<file path="src/design/caccm_defines.vh">
// constants of the counter array capture/compare channels
`ifndef CACCM_DEFINES_VH
`define CACCM_DEFINES_VH

// ----------------------------------------------------------------------------
// sizes
// ----------------------------------------------------------------------------
`define CACCM_NCH          6

// ----------------------------------------------------------------------------
// register offsets (byte addresses, one word each)
// ----------------------------------------------------------------------------
`define CACCM_PWM_CFG_OFS  8'h00
`define CACCM_FLAGS_OFS    8'h04
`define CACCM_MODE_REGION  3'h1
`define CACCM_CMP_REGION   2'h1

// ----------------------------------------------------------------------------
// channel_mode_reg fields
// ----------------------------------------------------------------------------
`define CACCM_M_WIDE       7
`define CACCM_M_ECOM       6
`define CACCM_M_CAPP       5
`define CACCM_M_CAPN       4
`define CACCM_M_MAT        3
`define CACCM_M_TOG        2
`define CACCM_M_PWM        1
`define CACCM_M_IRQ        0

// ----------------------------------------------------------------------------
// pwm_config_reg fields
// ----------------------------------------------------------------------------
`define CACCM_P_RELOAD_ACCESS_SELECT      7
`define CACCM_P_INTERMEDIATE_OVERFLOW_FLAG       6
`define CACCM_P_INTERMEDIATE_OVERFLOW_IRQ_ENABLE       5
`define CACCM_P_CL_MSB     1
`define CACCM_P_CL_LSB     0

// ----------------------------------------------------------------------------
// reset values and cycle length masks
// ----------------------------------------------------------------------------
`define CACCM_RST_BYTE     8'h00
`define CACCM_RST_WORD     16'h0000
`define CACCM_MASK8        16'h00FF
`define CACCM_MASK9        16'h01FF
`define CACCM_MASK10       16'h03FF
`define CACCM_MASK11       16'h07FF
`define CACCM_MASK16       16'hFFFF

`endif

</file>
<file path="src/design/caccm_top.v">
// six capture/compare channels on one shared 16-bit counter, Avalon-MM slave
`timescale 1ns/10ps
`include "caccm_defines.vh"

// How it works
// - mode bits 5/4 pick capture edge
// - qualifying edge copies counter, sets flag
// - pin level must hold two clocks
// - flags cleared only by software zero write
// - mode bit 0 gates channel interrupt
// - timer mode compares full 16-bit word
// - timer and toggle matches set flag
// - low write clears, high write sets enable
// - high-speed output inverts pin on match
// - enable clear: no toggle, PWM low
// - frequency mode toggles, adds high offset
// - zero offset means 256 clock half-period
// - frequency mode flags on full match
// - cycle length field selects 8-11 bits
// - one cycle length shared by channels
// - wide select bit gives 16-bit PWM
// - config bit 7 steers reload access
// - config bit 5 enables overflow interrupt
// - 8-bit PWM high on match, low overflow
// - 8-bit PWM reloads low from high
// - 8-bit PWM match flag and overflow
// - 9-11 bit PWM with auto-reload
// - 16-bit PWM match high, overflow low
// - overflow flag at selected counter bit
module caccm_top (
  // clock and reset
  input  wire        SYS_CLK_I,
  input  wire        RESETN_I,
  // avalon-mm slave
  input  wire [7:0]  AVS_ADDRESS_I,
  input  wire        AVS_READ_I,
  input  wire        AVS_WRITE_I,
  input  wire [31:0] AVS_WRITEDATA_I,
  output wire [31:0] AVS_READDATA_O,
  output wire        AVS_WAITREQUEST_O,
  // shared counter
  input  wire [15:0] COUNT_I,
  input  wire        COUNT_TICK_I,
  // channel pins
  input  wire [5:0]  CHAN_PIN_I,
  output wire [5:0]  CHAN_PIN_O,
  output wire [5:0]  CHAN_PIN_OE_O,
  // interrupt requests
  output wire [5:0]  CHAN_IRQ_O,
  output wire        OVF_IRQ_O
);

  // --------------------------------------------------------------------------
  // reset release
  // --------------------------------------------------------------------------
  reg  [1:0]  rst_sync;
  wire        rst_n = rst_sync[1];

  always @(posedge SYS_CLK_I or negedge RESETN_I) begin
    if (!RESETN_I) begin
      rst_sync <= 2'b00;
    end else begin
      rst_sync <= {rst_sync[0], 1'b1};
    end
  end

  // --------------------------------------------------------------------------
  // bus slave: one wait cycle, write lands when waitrequest is low
  // --------------------------------------------------------------------------
  reg         wreq;
  reg  [31:0] rdata;
  reg  [31:0] rd_val;
  wire        acc_w = AVS_WRITE_I & ~wreq;
  wire        rd_take = AVS_READ_I & wreq;
  wire [7:0]  addr = AVS_ADDRESS_I;
  wire        aligned = (addr[1:0] == 2'b00);
  wire [2:0]  idx_m = addr[4:2];
  wire [2:0]  idx_c = addr[5:3];
  wire        mode_sel = aligned & (addr[7:5] == `CACCM_MODE_REGION) & (idx_m < 3'd6);
  wire        cmp_sel  = aligned & (addr[7:6] == `CACCM_CMP_REGION) & (idx_c < 3'd6);
  wire        cmp_hi   = addr[2];
  wire        cfg_wr   = acc_w & (addr == `CACCM_PWM_CFG_OFS);
  wire        flags_wr = acc_w & (addr == `CACCM_FLAGS_OFS);

  assign AVS_WAITREQUEST_O = wreq;
  assign AVS_READDATA_O    = rdata;

  always @(posedge SYS_CLK_I or negedge rst_n) begin
    if (!rst_n) begin
      wreq  <= 1'b1;
      rdata <= 32'h00000000;
    end else begin
      wreq <= ~((AVS_READ_I | AVS_WRITE_I) & wreq);
      if (rd_take) begin
        rdata <= rd_val;
      end
    end
  end

  // --------------------------------------------------------------------------
  // pwm_config_reg and intermediate overflow
  // --------------------------------------------------------------------------
  reg         reload_access_select;
  reg         intermediate_overflow_irq_enable;
  reg  [1:0]  cyc_len;
  reg         intermediate_overflow_flag;
  reg         ovf_irq;
  reg  [15:0] len_mask;

  // one mask for every 8-11 bit channel, so lengths cannot differ
  always @* begin
    case (cyc_len)
      2'b00:   len_mask = `CACCM_MASK8;
      2'b01:   len_mask = `CACCM_MASK9;
      2'b10:   len_mask = `CACCM_MASK10;
      2'b11:   len_mask = `CACCM_MASK11;
      default: len_mask = `CACCM_MASK8;
    endcase
  end

  // tick marks the first cycle of a new count, so zero low bits means a wrap
  wire ovf_sel = COUNT_TICK_I & ((COUNT_I & len_mask) == 16'h0000);
  wire ovf16   = COUNT_TICK_I & (COUNT_I == 16'h0000);

  assign OVF_IRQ_O = ovf_irq;

  always @(posedge SYS_CLK_I or negedge rst_n) begin
    if (!rst_n) begin
      reload_access_select   <= 1'b0;
      intermediate_overflow_irq_enable    <= 1'b0;
      cyc_len <= 2'b00;
      intermediate_overflow_flag    <= 1'b0;
      ovf_irq <= 1'b0;
    end else begin
      if (cfg_wr) begin
        reload_access_select   <= AVS_WRITEDATA_I[`CACCM_P_RELOAD_ACCESS_SELECT];
        intermediate_overflow_irq_enable    <= AVS_WRITEDATA_I[`CACCM_P_INTERMEDIATE_OVERFLOW_IRQ_ENABLE];
        cyc_len <= AVS_WRITEDATA_I[`CACCM_P_CL_MSB:`CACCM_P_CL_LSB];
        if (!AVS_WRITEDATA_I[`CACCM_P_INTERMEDIATE_OVERFLOW_FLAG]) begin
          intermediate_overflow_flag <= 1'b0;
        end
      end
      // set after the clear so a coinciding overflow is kept
      if (ovf_sel) begin
        intermediate_overflow_flag <= 1'b1;
      end
      ovf_irq <= intermediate_overflow_flag & intermediate_overflow_irq_enable;
    end
  end

  // --------------------------------------------------------------------------
  // pin synchroniser and two-clock stability filter
  // --------------------------------------------------------------------------
  reg  [5:0]  pin_s1;
  reg  [5:0]  pin_s2;
  reg  [5:0]  pin_s3;
  reg  [5:0]  pin_flt;
  wire [5:0]  stable = ~(pin_s2 ^ pin_s3);
  wire [5:0]  rise   = stable & pin_s2 & ~pin_flt;
  wire [5:0]  fall   = stable & ~pin_s2 & pin_flt;

  always @(posedge SYS_CLK_I or negedge rst_n) begin
    if (!rst_n) begin
      pin_s1  <= 6'h00;
      pin_s2  <= 6'h00;
      pin_s3  <= 6'h00;
      pin_flt <= 6'h00;
    end else begin
      pin_s1  <= CHAN_PIN_I;
      pin_s2  <= pin_s1;
      pin_s3  <= pin_s2;
      // a glitch shorter than two samples never reaches the filtered level
      pin_flt <= (stable & pin_s2) | (~stable & pin_flt);
    end
  end

  // --------------------------------------------------------------------------
  // channels
  // --------------------------------------------------------------------------
  wire [47:0] mode_all;
  wire [95:0] cmp_all;
  wire [95:0] rld_all;
  wire [5:0]  flag_all;
  wire [5:0]  out_all;
  wire [5:0]  oe_all;
  wire [5:0]  irq_all;

  genvar n;
  generate
    for (n = 0; n < `CACCM_NCH; n = n + 1) begin : g_ch
      localparam [2:0] CH = n;
      reg  [7:0]  mode;
      reg  [15:0] cmp;
      reg  [15:0] rld;
      reg         flag;
      reg         out;
      reg         oe;
      reg         irq;
      wire        wr_mode = acc_w & mode_sel & (idx_m == CH);
      wire        wr_lo   = acc_w & cmp_sel & (idx_c == CH) & ~cmp_hi;
      wire        wr_hi   = acc_w & cmp_sel & (idx_c == CH) & cmp_hi;
      wire        ecom    = mode[`CACCM_M_ECOM];
      wire        mat     = mode[`CACCM_M_MAT];
      wire        tog     = mode[`CACCM_M_TOG];
      wire        pwm     = mode[`CACCM_M_PWM];
      wire        wide    = mode[`CACCM_M_WIDE];
      wire        is_cap  = ~mat & ~tog & ~pwm;
      wire        edge_ok = (mode[`CACCM_M_CAPP] & rise[n]) | (mode[`CACCM_M_CAPN] & fall[n]);
      wire        is_tmr  = ecom & mat & ~tog & ~pwm;
      wire        is_hso  = ecom & mat & tog & ~pwm;
      wire        is_frq  = ecom & tog & pwm;
      wire        is_pwm_select = pwm & ~tog & ~wide;
      wire        is_pw16 = pwm & ~tog & wide;
      wire        match16 = COUNT_TICK_I & (COUNT_I == cmp);
      wire        match_l = COUNT_TICK_I & (COUNT_I[7:0] == cmp[7:0]);
      wire        match_n = COUNT_TICK_I & (((COUNT_I ^ cmp) & len_mask) == 16'h0000);
      wire        clr     = flags_wr & ~AVS_WRITEDATA_I[n];

      always @(posedge SYS_CLK_I or negedge rst_n) begin
        if (!rst_n) begin
          mode <= `CACCM_RST_BYTE;
          cmp  <= `CACCM_RST_WORD;
          rld  <= `CACCM_RST_WORD;
          flag <= 1'b0;
          out  <= 1'b0;
          oe   <= 1'b0;
          irq  <= 1'b0;
        end else begin
          oe <= tog | pwm;
          // only a software zero write clears; later sets override it
          if (clr) begin
            flag <= 1'b0;
          end
          if (is_cap && edge_ok) begin
            cmp  <= COUNT_I;
            flag <= 1'b1;
          end
          if ((is_tmr || is_hso) && match16) begin
            flag <= 1'b1;
          end
          if (is_hso && match16) begin
            out <= ~out;
          end
          if (is_frq && match_l) begin
            out <= ~out;
            // 8-bit wrap: a zero offset lands on the same value 256 clocks on
            cmp[7:0] <= cmp[7:0] + cmp[15:8];
          end
          if (is_frq && mat && match16) begin
            flag <= 1'b1;
          end
          if (is_pwm_select) begin
            if (!ecom) begin
              out <= 1'b0;
            end else begin
              if (ovf_sel) begin
                out <= 1'b0;
                if (cyc_len == 2'b00) begin
                  cmp[7:0] <= cmp[15:8];
                end else begin
                  cmp <= rld;
                end
              end
              // match after overflow: a zero compare gives full duty
              if (match_n) begin
                out <= 1'b1;
                if (mat) begin
                  flag <= 1'b1;
                end
              end
            end
          end
          if (is_pw16) begin
            if (!ecom) begin
              out <= 1'b0;
            end else begin
              if (ovf16) begin
                out <= 1'b0;
              end
              if (match16) begin
                out <= 1'b1;
                if (mat) begin
                  flag <= 1'b1;
                end
              end
            end
          end
          // mode, compare and reload writes come last and win over a same-cycle hardware update
          if (wr_mode) begin
            mode <= AVS_WRITEDATA_I[7:0];
          end
          if (wr_lo) begin
            if (reload_access_select) begin
              rld[7:0] <= AVS_WRITEDATA_I[7:0];
            end else begin
              cmp[7:0] <= AVS_WRITEDATA_I[7:0];
            end
            mode[`CACCM_M_ECOM] <= 1'b0;
          end
          if (wr_hi) begin
            if (reload_access_select) begin
              rld[15:8] <= AVS_WRITEDATA_I[7:0];
            end else begin
              cmp[15:8] <= AVS_WRITEDATA_I[7:0];
            end
            mode[`CACCM_M_ECOM] <= 1'b1;
          end
          irq <= flag & mode[`CACCM_M_IRQ];
        end
      end

      assign mode_all[8*n +: 8]  = mode;
      assign cmp_all[16*n +: 16] = cmp;
      assign rld_all[16*n +: 16] = rld;
      assign flag_all[n]         = flag;
      assign out_all[n]          = out;
      assign oe_all[n]           = oe;
      assign irq_all[n]          = irq;
    end
  endgenerate

  assign CHAN_PIN_O    = out_all;
  assign CHAN_PIN_OE_O = oe_all;
  assign CHAN_IRQ_O    = irq_all;

  // --------------------------------------------------------------------------
  // read mux
  // --------------------------------------------------------------------------
  wire [15:0] cmp_sel_w = cmp_all[{idx_c, 4'h0} +: 16];
  wire [15:0] rld_sel_w = rld_all[{idx_c, 4'h0} +: 16];
  wire [15:0] word_w    = reload_access_select ? rld_sel_w : cmp_sel_w;

  always @* begin
    rd_val = 32'h00000000;
    if (addr == `CACCM_PWM_CFG_OFS) begin
      rd_val = {24'h000000, reload_access_select, intermediate_overflow_flag, intermediate_overflow_irq_enable, 3'b000, cyc_len};
    end else if (addr == `CACCM_FLAGS_OFS) begin
      rd_val = {26'h0000000, flag_all};
    end else if (mode_sel) begin
      rd_val = {24'h000000, mode_all[{idx_m, 3'b000} +: 8]};
    end else if (cmp_sel) begin
      rd_val = {24'h000000, (cmp_hi ? word_w[15:8] : word_w[7:0])};
    end
  end

endmodule // caccm_top

</file>
<file path="config.mk">
export PLATFORM = sky130hd
export DESIGN_NAME = caccm_top
export DESIGN_NICKNAME = d
export VERILOG_FILES = /design/src/design/caccm_top.v
export VERILOG_INCLUDE_DIRS = /design/src /design/src/design
export SDC_FILE = /design/constraint.sdc
export NUM_CORES = 1
export LEC_CHECK = 0
export BUFFER_PORTS_ARGS = -buffer_cell sky130_fd_sc_hd__buf_4
export CAP_MARGIN = 0
export CORE_MARGIN = 3
export CORE_UTILIZATION = 55
export CTS_BUF_LIST = sky130_fd_sc_hd__clkbuf_4 sky130_fd_sc_hd__clkbuf_8
export DETAILED_ROUTE_END_ITERATION = 6
export GPL_ROUTABILITY_DRIVEN = 0
export PLACE_DENSITY = 0.73
export SLEW_MARGIN = 20
export SYNTH_ARGS = -nofsm -noshare
export SYNTH_HDL_FRONTEND = slang
export SYNTH_SLANG_ARGS = --single-unit
</file>
<file path="constraint.sdc">
create_clock -name SYS_CLK_I -period 12.9 [get_ports SYS_CLK_I]
set_input_delay 0.645 -clock SYS_CLK_I [delete_from_list [all_inputs] [get_ports SYS_CLK_I]]
set_output_delay 0.645 -clock SYS_CLK_I [all_outputs]
set_load 0.02 [all_outputs]
</file>
Word level (Yosys, flattened, before mapping)

Cells that the tools add are included.

Add/sub/neg operators: 6
$lt $le $gt $ge: 2
Eq/ne operators: 29
Shift operators: 3
Multiplexer cells: 226
Bitwise operators: 228
Reduce and logical (&&, ||, !) cells: 75

Operators by type and width:

| cell                                                             | number |
|---|---|
| 16-bit 2-to-1 mux                                                | 25 |
| 8-bit 2-to-1 mux                                                 | 47 |
| 96-bit by 8-bit variable part select with 16-bit output          | 2 |
| 1-bit AND                                                        | 152 |
| 1-bit 2-to-1 mux                                                 | 147 |
| 16-bit logical NOT                                               | 8 |
| 16-bit AND                                                       | 7 |
| 16-bit == test                                                   | 6 |
| 16-bit XOR                                                       | 6 |
| 16-bit case mux with 4 select lines                              | 1 |
| 8-bit adder                                                      | 6 |
| 8-bit == test                                                    | 6 |
| 48-bit by 7-bit variable part select with 8-bit output           | 1 |
| 7-bit 2-to-1 mux                                                 | 6 |
| 1-bit inverter                                                   | 39 |
| 1-bit logical AND                                                | 36 |
| 6-bit AND                                                        | 5 |
| 2-bit AND reduction                                              | 13 |
| 6-bit inverter                                                   | 4 |
| 3-bit nonzero test                                               | 6 |
| 1-bit OR                                                         | 13 |
| 3-bit by 2-bit == test with 1-bit output (second input constant) | 4 |
| 3-bit == test (second input constant)                            | 4 |
| 3-bit by 1-bit == test with 1-bit output (second input constant) | 3 |
| other kinds (12)                                                 | 22 |

Register bits after elaboration: 329
Output and inout bits: 52
Logic and storage cells: 635

Depth between registers and ports, before layout

Depth in word-level cells: 18
Depth in mapped cells: 10
Gate-level depth less buffers: 9

Worst setup path after synthesis

Ideal clock, no wire load.

Path kind: input port to flip-flop
From: input port COUNT_I[3]
To: register g_ch[0].cmp[6]
Arrival: 2.330 ns
Data required time: 12.774 ns
Setup slack: 10.444 ns
Stages: 7
Path buffers: 1
Path through: buf_6 -> xor2_1 -> or4_4 -> nor4_4 -> nand4_1 -> o21a_1 -> a221o_1

Cells in the longest elaborated chain, start to end: 9
Elaborated cells between the ends (all ways): 12
Classes of those cells: eq/ne: 1; mux: 6; bitwise: 3; reduce/logical: 2

Ends and longest elaborated chain:

| item                 | line            | RTL |
|---|---|---|
| from (decl)          | caccm_top.v:42  | `input wire [15:0] COUNT_I,` |
| 8-bit == test        | caccm_top.v:215 | `wire match_l = COUNT_TICK_I & (COUNT_I[7:0] == cmp[7:0]);` |
| 1-bit AND            | caccm_top.v:215 |  |
| 1-bit logical AND    | caccm_top.v:244 | `if (is_frq && match_l) begin` |
| 8-bit 2-to-1 mux     | caccm_top.v:244 |  |
| 16-bit 2-to-1 mux    | caccm_top.v:256 | `if (ovf_sel) begin` |
| 16-bit 2-to-1 mux    | caccm_top.v:253 | `if (!ecom) begin` |
| 16-bit 2-to-1 mux *  | caccm_top.v:252 | `if (is_pwm_select) begin` |
| 8-bit 2-to-1 mux     | caccm_top.v:293 | `if (reload_access_select) begin` |
| 8-bit 2-to-1 mux *   | caccm_top.v:292 | `if (wr_lo) begin` |
| to (signal assigned) | caccm_top.v:259 | `cmp[7:0] <= cmp[15:8];` |
| to (signal assigned) | caccm_top.v:261 | `cmp <= rld;` |
| to (signal assigned) | caccm_top.v:296 | `cmp[7:0] <= AVS_WRITEDATA_I[7:0];` |
| to (decl)            | caccm_top.v:193 | `reg [15:0] cmp;` |

Mark *: on every way between the ends. The rest lies on a longest branch, timed or not.
A chain may end at the register's enable or synchronous reset.

Worst setup path in the final report

From: input port AVS_ADDRESS_I[3]
To: register g_ch[1].cmp[7]

Cells in the longest elaborated chain, start to end: 6
Elaborated cells between the ends (all ways): 7
Classes of those cells: order compare: 1; eq/ne: 1; mux: 1; bitwise: 4

Ends and longest elaborated chain:

| item                       | line            | RTL |
|---|---|---|
| from (decl)                | caccm_top.v:35  | `input wire [7:0] AVS_ADDRESS_I,` |
| 3-bit less-than comparator | caccm_top.v:80  | `` wire cmp_sel = aligned & (addr[7:6] == `CACCM_CMP_REGION) & (idx_c < 3'd6); `` |
| 1-bit AND                  | caccm_top.v:80  |  |
| 1-bit AND                  | caccm_top.v:200 | `wire wr_lo = acc_w & cmp_sel & (idx_c == CH) & ~cmp_hi;` |
| 1-bit AND * (2 in series)  | caccm_top.v:200 |  |
| 8-bit 2-to-1 mux *         | caccm_top.v:292 |  |
| to (signal assigned)       | caccm_top.v:222 | `` cmp <= `CACCM_RST_WORD; `` |
| to (signal assigned)       | caccm_top.v:247 | `cmp[7:0] <= cmp[7:0] + cmp[15:8];` |
| to (signal assigned)       | caccm_top.v:296 |  |
| to (decl)                  | caccm_top.v:193 |  |

Marked as above.

==> impl_metrics.env <==
export IMPL_cts_reportedPaths_clkPinSlew_ns=0.06
export IMPL_cpMostUsedCell="sky130_fd_sc_hd__buf_4"
export IMPL_floorplan_die_area_um2=40500
export IMPL_post_dp_hpwl_um=48400
export IMPL_post_drt_wl_per_cell_um=26.9
export IMPL_crit_path_start_kind="input port"
export IMPL_setup_tns_ns=0
export IMPL_period_minus_slack_ns=3.28
export IMPL_report_final_setup_viol=0
export IMPL_critPathRequiredTime_ns=13.45
export IMPL_die_y_extent_um=201
export IMPL_crit_path_end_kind="register"
export IMPL_multi_input_area_um2=12400
export IMPL_status="finished clean"
export IMPL_worstHoldEndpoint="pin_s1[5]$_DFF_PN0_"
export IMPL_std_cell_rows=70
export IMPL_routed_via_count=17928
export IMPL_remaining_drc_errors=0
export IMPL_flow_area_growth_from_synthesis_pct=8.49
export IMPL_cts_buf_count=53
export IMPL_antenna_found_initial=1
export IMPL_number_of_flops_mapped_to_enable_cells_by_yosys=0
export IMPL_die_width_um=201
export IMPL_asyncSetResetFlopFracSynth=1.00
export IMPL_ys_types=82
export IMPL_cpMaxStageDelayCell="sky130_fd_sc_hd__nor3_1"
export IMPL_cellLeakagePower_nw=10.4
export IMPL_max_clock_path_buffers=3
export IMPL_worstReg2RegStart="cyc_len[1]$_DFFE_PN0P_"
export IMPL_insertedDiodeCount=0
export IMPL_vias_per_cell=6.77
export IMPL_synth_largest_type_area_fraction=0.363
export IMPL_pre_cts_ws_ns=9.06
export IMPL_relSlewSlack=0.257
export IMPL_synth_area_leader_cell="sky130_fd_sc_hd__dfrtp_1"
export IMPL_synth_top_cells_by_area="sky130_fd_sc_hd__dfrtp_1 36%, sky130_fd_sc_hd__mux2_2 8.7%, sky130_fd_sc_hd__mux2i_1 6.7%, sky130_fd_sc_hd__mux4_2 5.8%, sky130_fd_sc_hd__xor2_1 3.7%"
export IMPL_fmax_achieved_ghz=0.305
export IMPL_cts_htree_levels=2
export IMPL_finalWorstSetupSlack_ns=9.62
export IMPL_syn_area_per_cell_um2=9.96
export IMPL_synthTopCellsByCount="304 x sky130_fd_sc_hd__dfrtp_1, 165 x sky130_fd_sc_hd__nand2_1, 162 x sky130_fd_sc_hd__mux2_2"
export IMPL_routed_wl_um=71300
export IMPL_globalRouteTotalUtil=0.347
export IMPL_timing_reg2reg_setup_slack_ns=9.66
export IMPL_pin_count=119
export IMPL_max_capacitance_violation_count=0
export IMPL_drive_above_1_share=0.215
export IMPL_initial_utilization=0.565
export IMPL_hold_violations=0
export IMPL_placed_cell_area_um2=21500
export IMPL_final_antenna_net_count=0
export IMPL_worstMarginPinSlew_ns=1.10
export IMPL_finalInstanceArea_um2=22700
export IMPL_nNetsFinal=2229
export IMPL_power_per_cell_area_nw_per_um2=116
export IMPL_critical_path_peak_fanout=48
export IMPL_floorplan_core_area_um2=37000
export IMPL_worst_setup_path_startpoint="AVS_ADDRESS_I[3]"
export IMPL_globalRouteOverflowTotal=0
export IMPL_synthMostInstantiatedCell="sky130_fd_sc_hd__dfrtp_1"
export IMPL_setup_repair_after_global_routing_missed_its_margin="false"
export IMPL_grt_first_pass_wirelength_um=108000
export IMPL_synthesis_area_um2=20900
export IMPL_hold_path_depth=1
export IMPL_maxSlewViolCount=0
export IMPL_yosysSeqAreaShare=0.364
export IMPL_nFillCells=3026
export IMPL_synth_seq_cells=305
export IMPL_holdCritStartpoint="CHAN_PIN_I[5]"
export IMPL_count_of_mapped_cells_out_of_synthesis=2104
export IMPL_cp_cell_sequence="buf_4 > buf_4 > nand2b_1 > nor3_1 > a211o_1 > o311ai_0 > a31o_2"
export IMPL_r2r_end="g_ch[3].cmp[13]$_DFF_PN0_"
export IMPL_finalCritPeriodShare=0.255
export IMPL_worst_r2r_cell_count=5
export IMPL_drt_iter0_markers=2371
export IMPL_setup_clock_skew_after_layout_ns=0.0438
export IMPL_clock_sinks=305
export IMPL_clock_root_buffer="sky130_fd_sc_hd__clkbuf_8"
export IMPL_number_of_global_route_vias_before_repair=17553
export IMPL_dominantRegCellSynth="sky130_fd_sc_hd__dfrtp_1"
export IMPL_cp_slowest_stage_delay_ns=0.95
export IMPL_post_cts_resize_count=0
export IMPL_first_pass_iters=6
export IMPL_vdd_ir_drop_worst_v=0.0000660
export IMPL_cts_tree="yes"
export IMPL_worst_ep_arrival_time_ns=3.84
export IMPL_postCtsSetupRepairBufs=0
export IMPL_timing_hold_worst_class="input port to register"
export IMPL_port_buffers=70
export IMPL_worstSkewPairLatency_ns=0.66
export IMPL_grt_start_max_net_pins=75
export IMPL_synth_yosys_warnings=0
export IMPL_ff_latch_area_um2=7640
export IMPL_critPathKind="input port to register"
==> through the flow <==
stage           util  instances  hold slack, ns  power (W)
2_1_floorplan      -       2127           0.331    0.00146
3_3_place_gp   0.580       2550           0.332    0.00161
3_5_place_dp   0.580       2550           0.335    0.00162
4_1_cts        0.613       2647          0.0962    0.00263
5_1_grt        0.613       2647          0.0978    0.00274
6_report       0.613       2647           0.115    0.00265
==> flip-flops by register name, summed over array words and instances, names as in the netlist, named ones only <==
| name | flops |
|---|---|
| pin_s2 | 6 |
| reload_access_select | 1 |
| g_ch.rld | 96 |
| rst_sync | 2 |
| AVS_READDATA_O | 8 |
| g_ch.mode | 48 |
| g_ch.out | 6 |
| g_ch.flag | 6 |
| g_ch.cmp | 96 |
| intermediate_overflow_flag | 1 |
| cyc_len | 2 |
| g_ch.oe | 6 |
| pin_s3 | 6 |
| OVF_IRQ_O | 1 |
| pin_s1 | 6 |
| AVS_WAITREQUEST_O | 1 |
| intermediate_overflow_irq_enable | 1 |
| g_ch.irq | 6 |
==> logic make-up after synthesis <==
family / synth area share
compound gates: 0.143
xor+xnor: 0.0502
fa+ha+maj: 0.0380
buf+inv: 0.0536
flops: 0.364
mux: 0.213
other cells: 0.000359
simple gates: 0.138
==> critical path: cells and delay by family <==
family,cells,cell delay [ns]
and+or+nand+nor,2,1.64
buffers and inverters,2,0.95
AOI/OAI and AO/OA,3,0.56
==> cell type report <==
type                       count  area share
timing repair buffer          90      0.0298
clock buffer                  88      0.0486
tap                          504      0.0277
clock inverter                 8     0.00479
inverter                      53     0.00875
sequential                   305       0.336
multi-input combinational   1599       0.544
==> layout by cell type, fill, tap and decap left out, types with 11 or more instances in the layout <==
cell and n:
sky130_fd_sc_hd__clkbuf_4 17, sky130_fd_sc_hd__a31oi_1 19, sky130_fd_sc_hd__clkbuf_8 71, sky130_fd_sc_hd__xor2_1 89
sky130_fd_sc_hd__nor4_1 16, sky130_fd_sc_hd__nand2_1 165, sky130_fd_sc_hd__mux4_2 54, sky130_fd_sc_hd__ha_1 54
sky130_fd_sc_hd__mux2_2 162, sky130_fd_sc_hd__nand4_1 25, sky130_fd_sc_hd__and2_1 22, sky130_fd_sc_hd__xnor2_1 31
sky130_fd_sc_hd__inv_1 53, sky130_fd_sc_hd__o21ai_0 79, sky130_fd_sc_hd__a21o_1 57, sky130_fd_sc_hd__buf_4 89
sky130_fd_sc_hd__dfrtp_1 302, sky130_fd_sc_hd__nor2b_1 15, sky130_fd_sc_hd__o211ai_1 11, sky130_fd_sc_hd__nor2_1 151
sky130_fd_sc_hd__nand2b_1 16, sky130_fd_sc_hd__a21oi_1 96, sky130_fd_sc_hd__o22ai_1 22, sky130_fd_sc_hd__o21a_1 17
sky130_fd_sc_hd__a211oi_1 59, sky130_fd_sc_hd__conb_1 25, sky130_fd_sc_hd__nor3_1 29, sky130_fd_sc_hd__nand3_1 55
sky130_fd_sc_hd__nor2_2 20, sky130_fd_sc_hd__mux2i_1 141
==> where the power goes <==
| part | total, W | internal [W] | switching [W] |
|---|---|---|---|
| clock | 0.00102 | 0.000581 | 0.000435 |
| combinational | 0.000502 | 0.000215 | 0.000286 |
| sequential | 0.00113 | 0.00101 | 0.000116 |
| total | 0.00265 | 0.00181 | 0.000837 |
==> routing by layer <==
metal / part of all wire / track usage
met1: 0.38 / 0.458
met4: 0.070 / 0.197
met5: 0 / 0
met3: 0.13 / 0.110
met2: 0.42 / 0.506
==> what timing repair did <==
item | 4_1_cts | 5_1_grt
setup endpoints to repair | 0 | 0
hold buffers | 1 | 0
hold endpoints to repair | 2 | 0
==> worst max path at each step <==
stage                                          endpoint  slack, ns  cells past startpoint
after global routing           g_ch[1].cmp[7]$_DFF_PN0_       9.47                      7
after CTS                     g_ch[5].cmp[13]$_DFF_PN0_       9.73                      7
after global placement         g_ch[1].cmp[7]$_DFF_PN0_       9.09                      7
after detailed placement      g_ch[5].cmp[13]$_DFF_PN0_       9.06                      7
final                          g_ch[1].cmp[7]$_DFF_PN0_       9.62                      7
after floorplan           AVS_READDATA_O[0]$_DFFE_PN0P_       3.77                      0
Power figures use the tool's default switching activity.
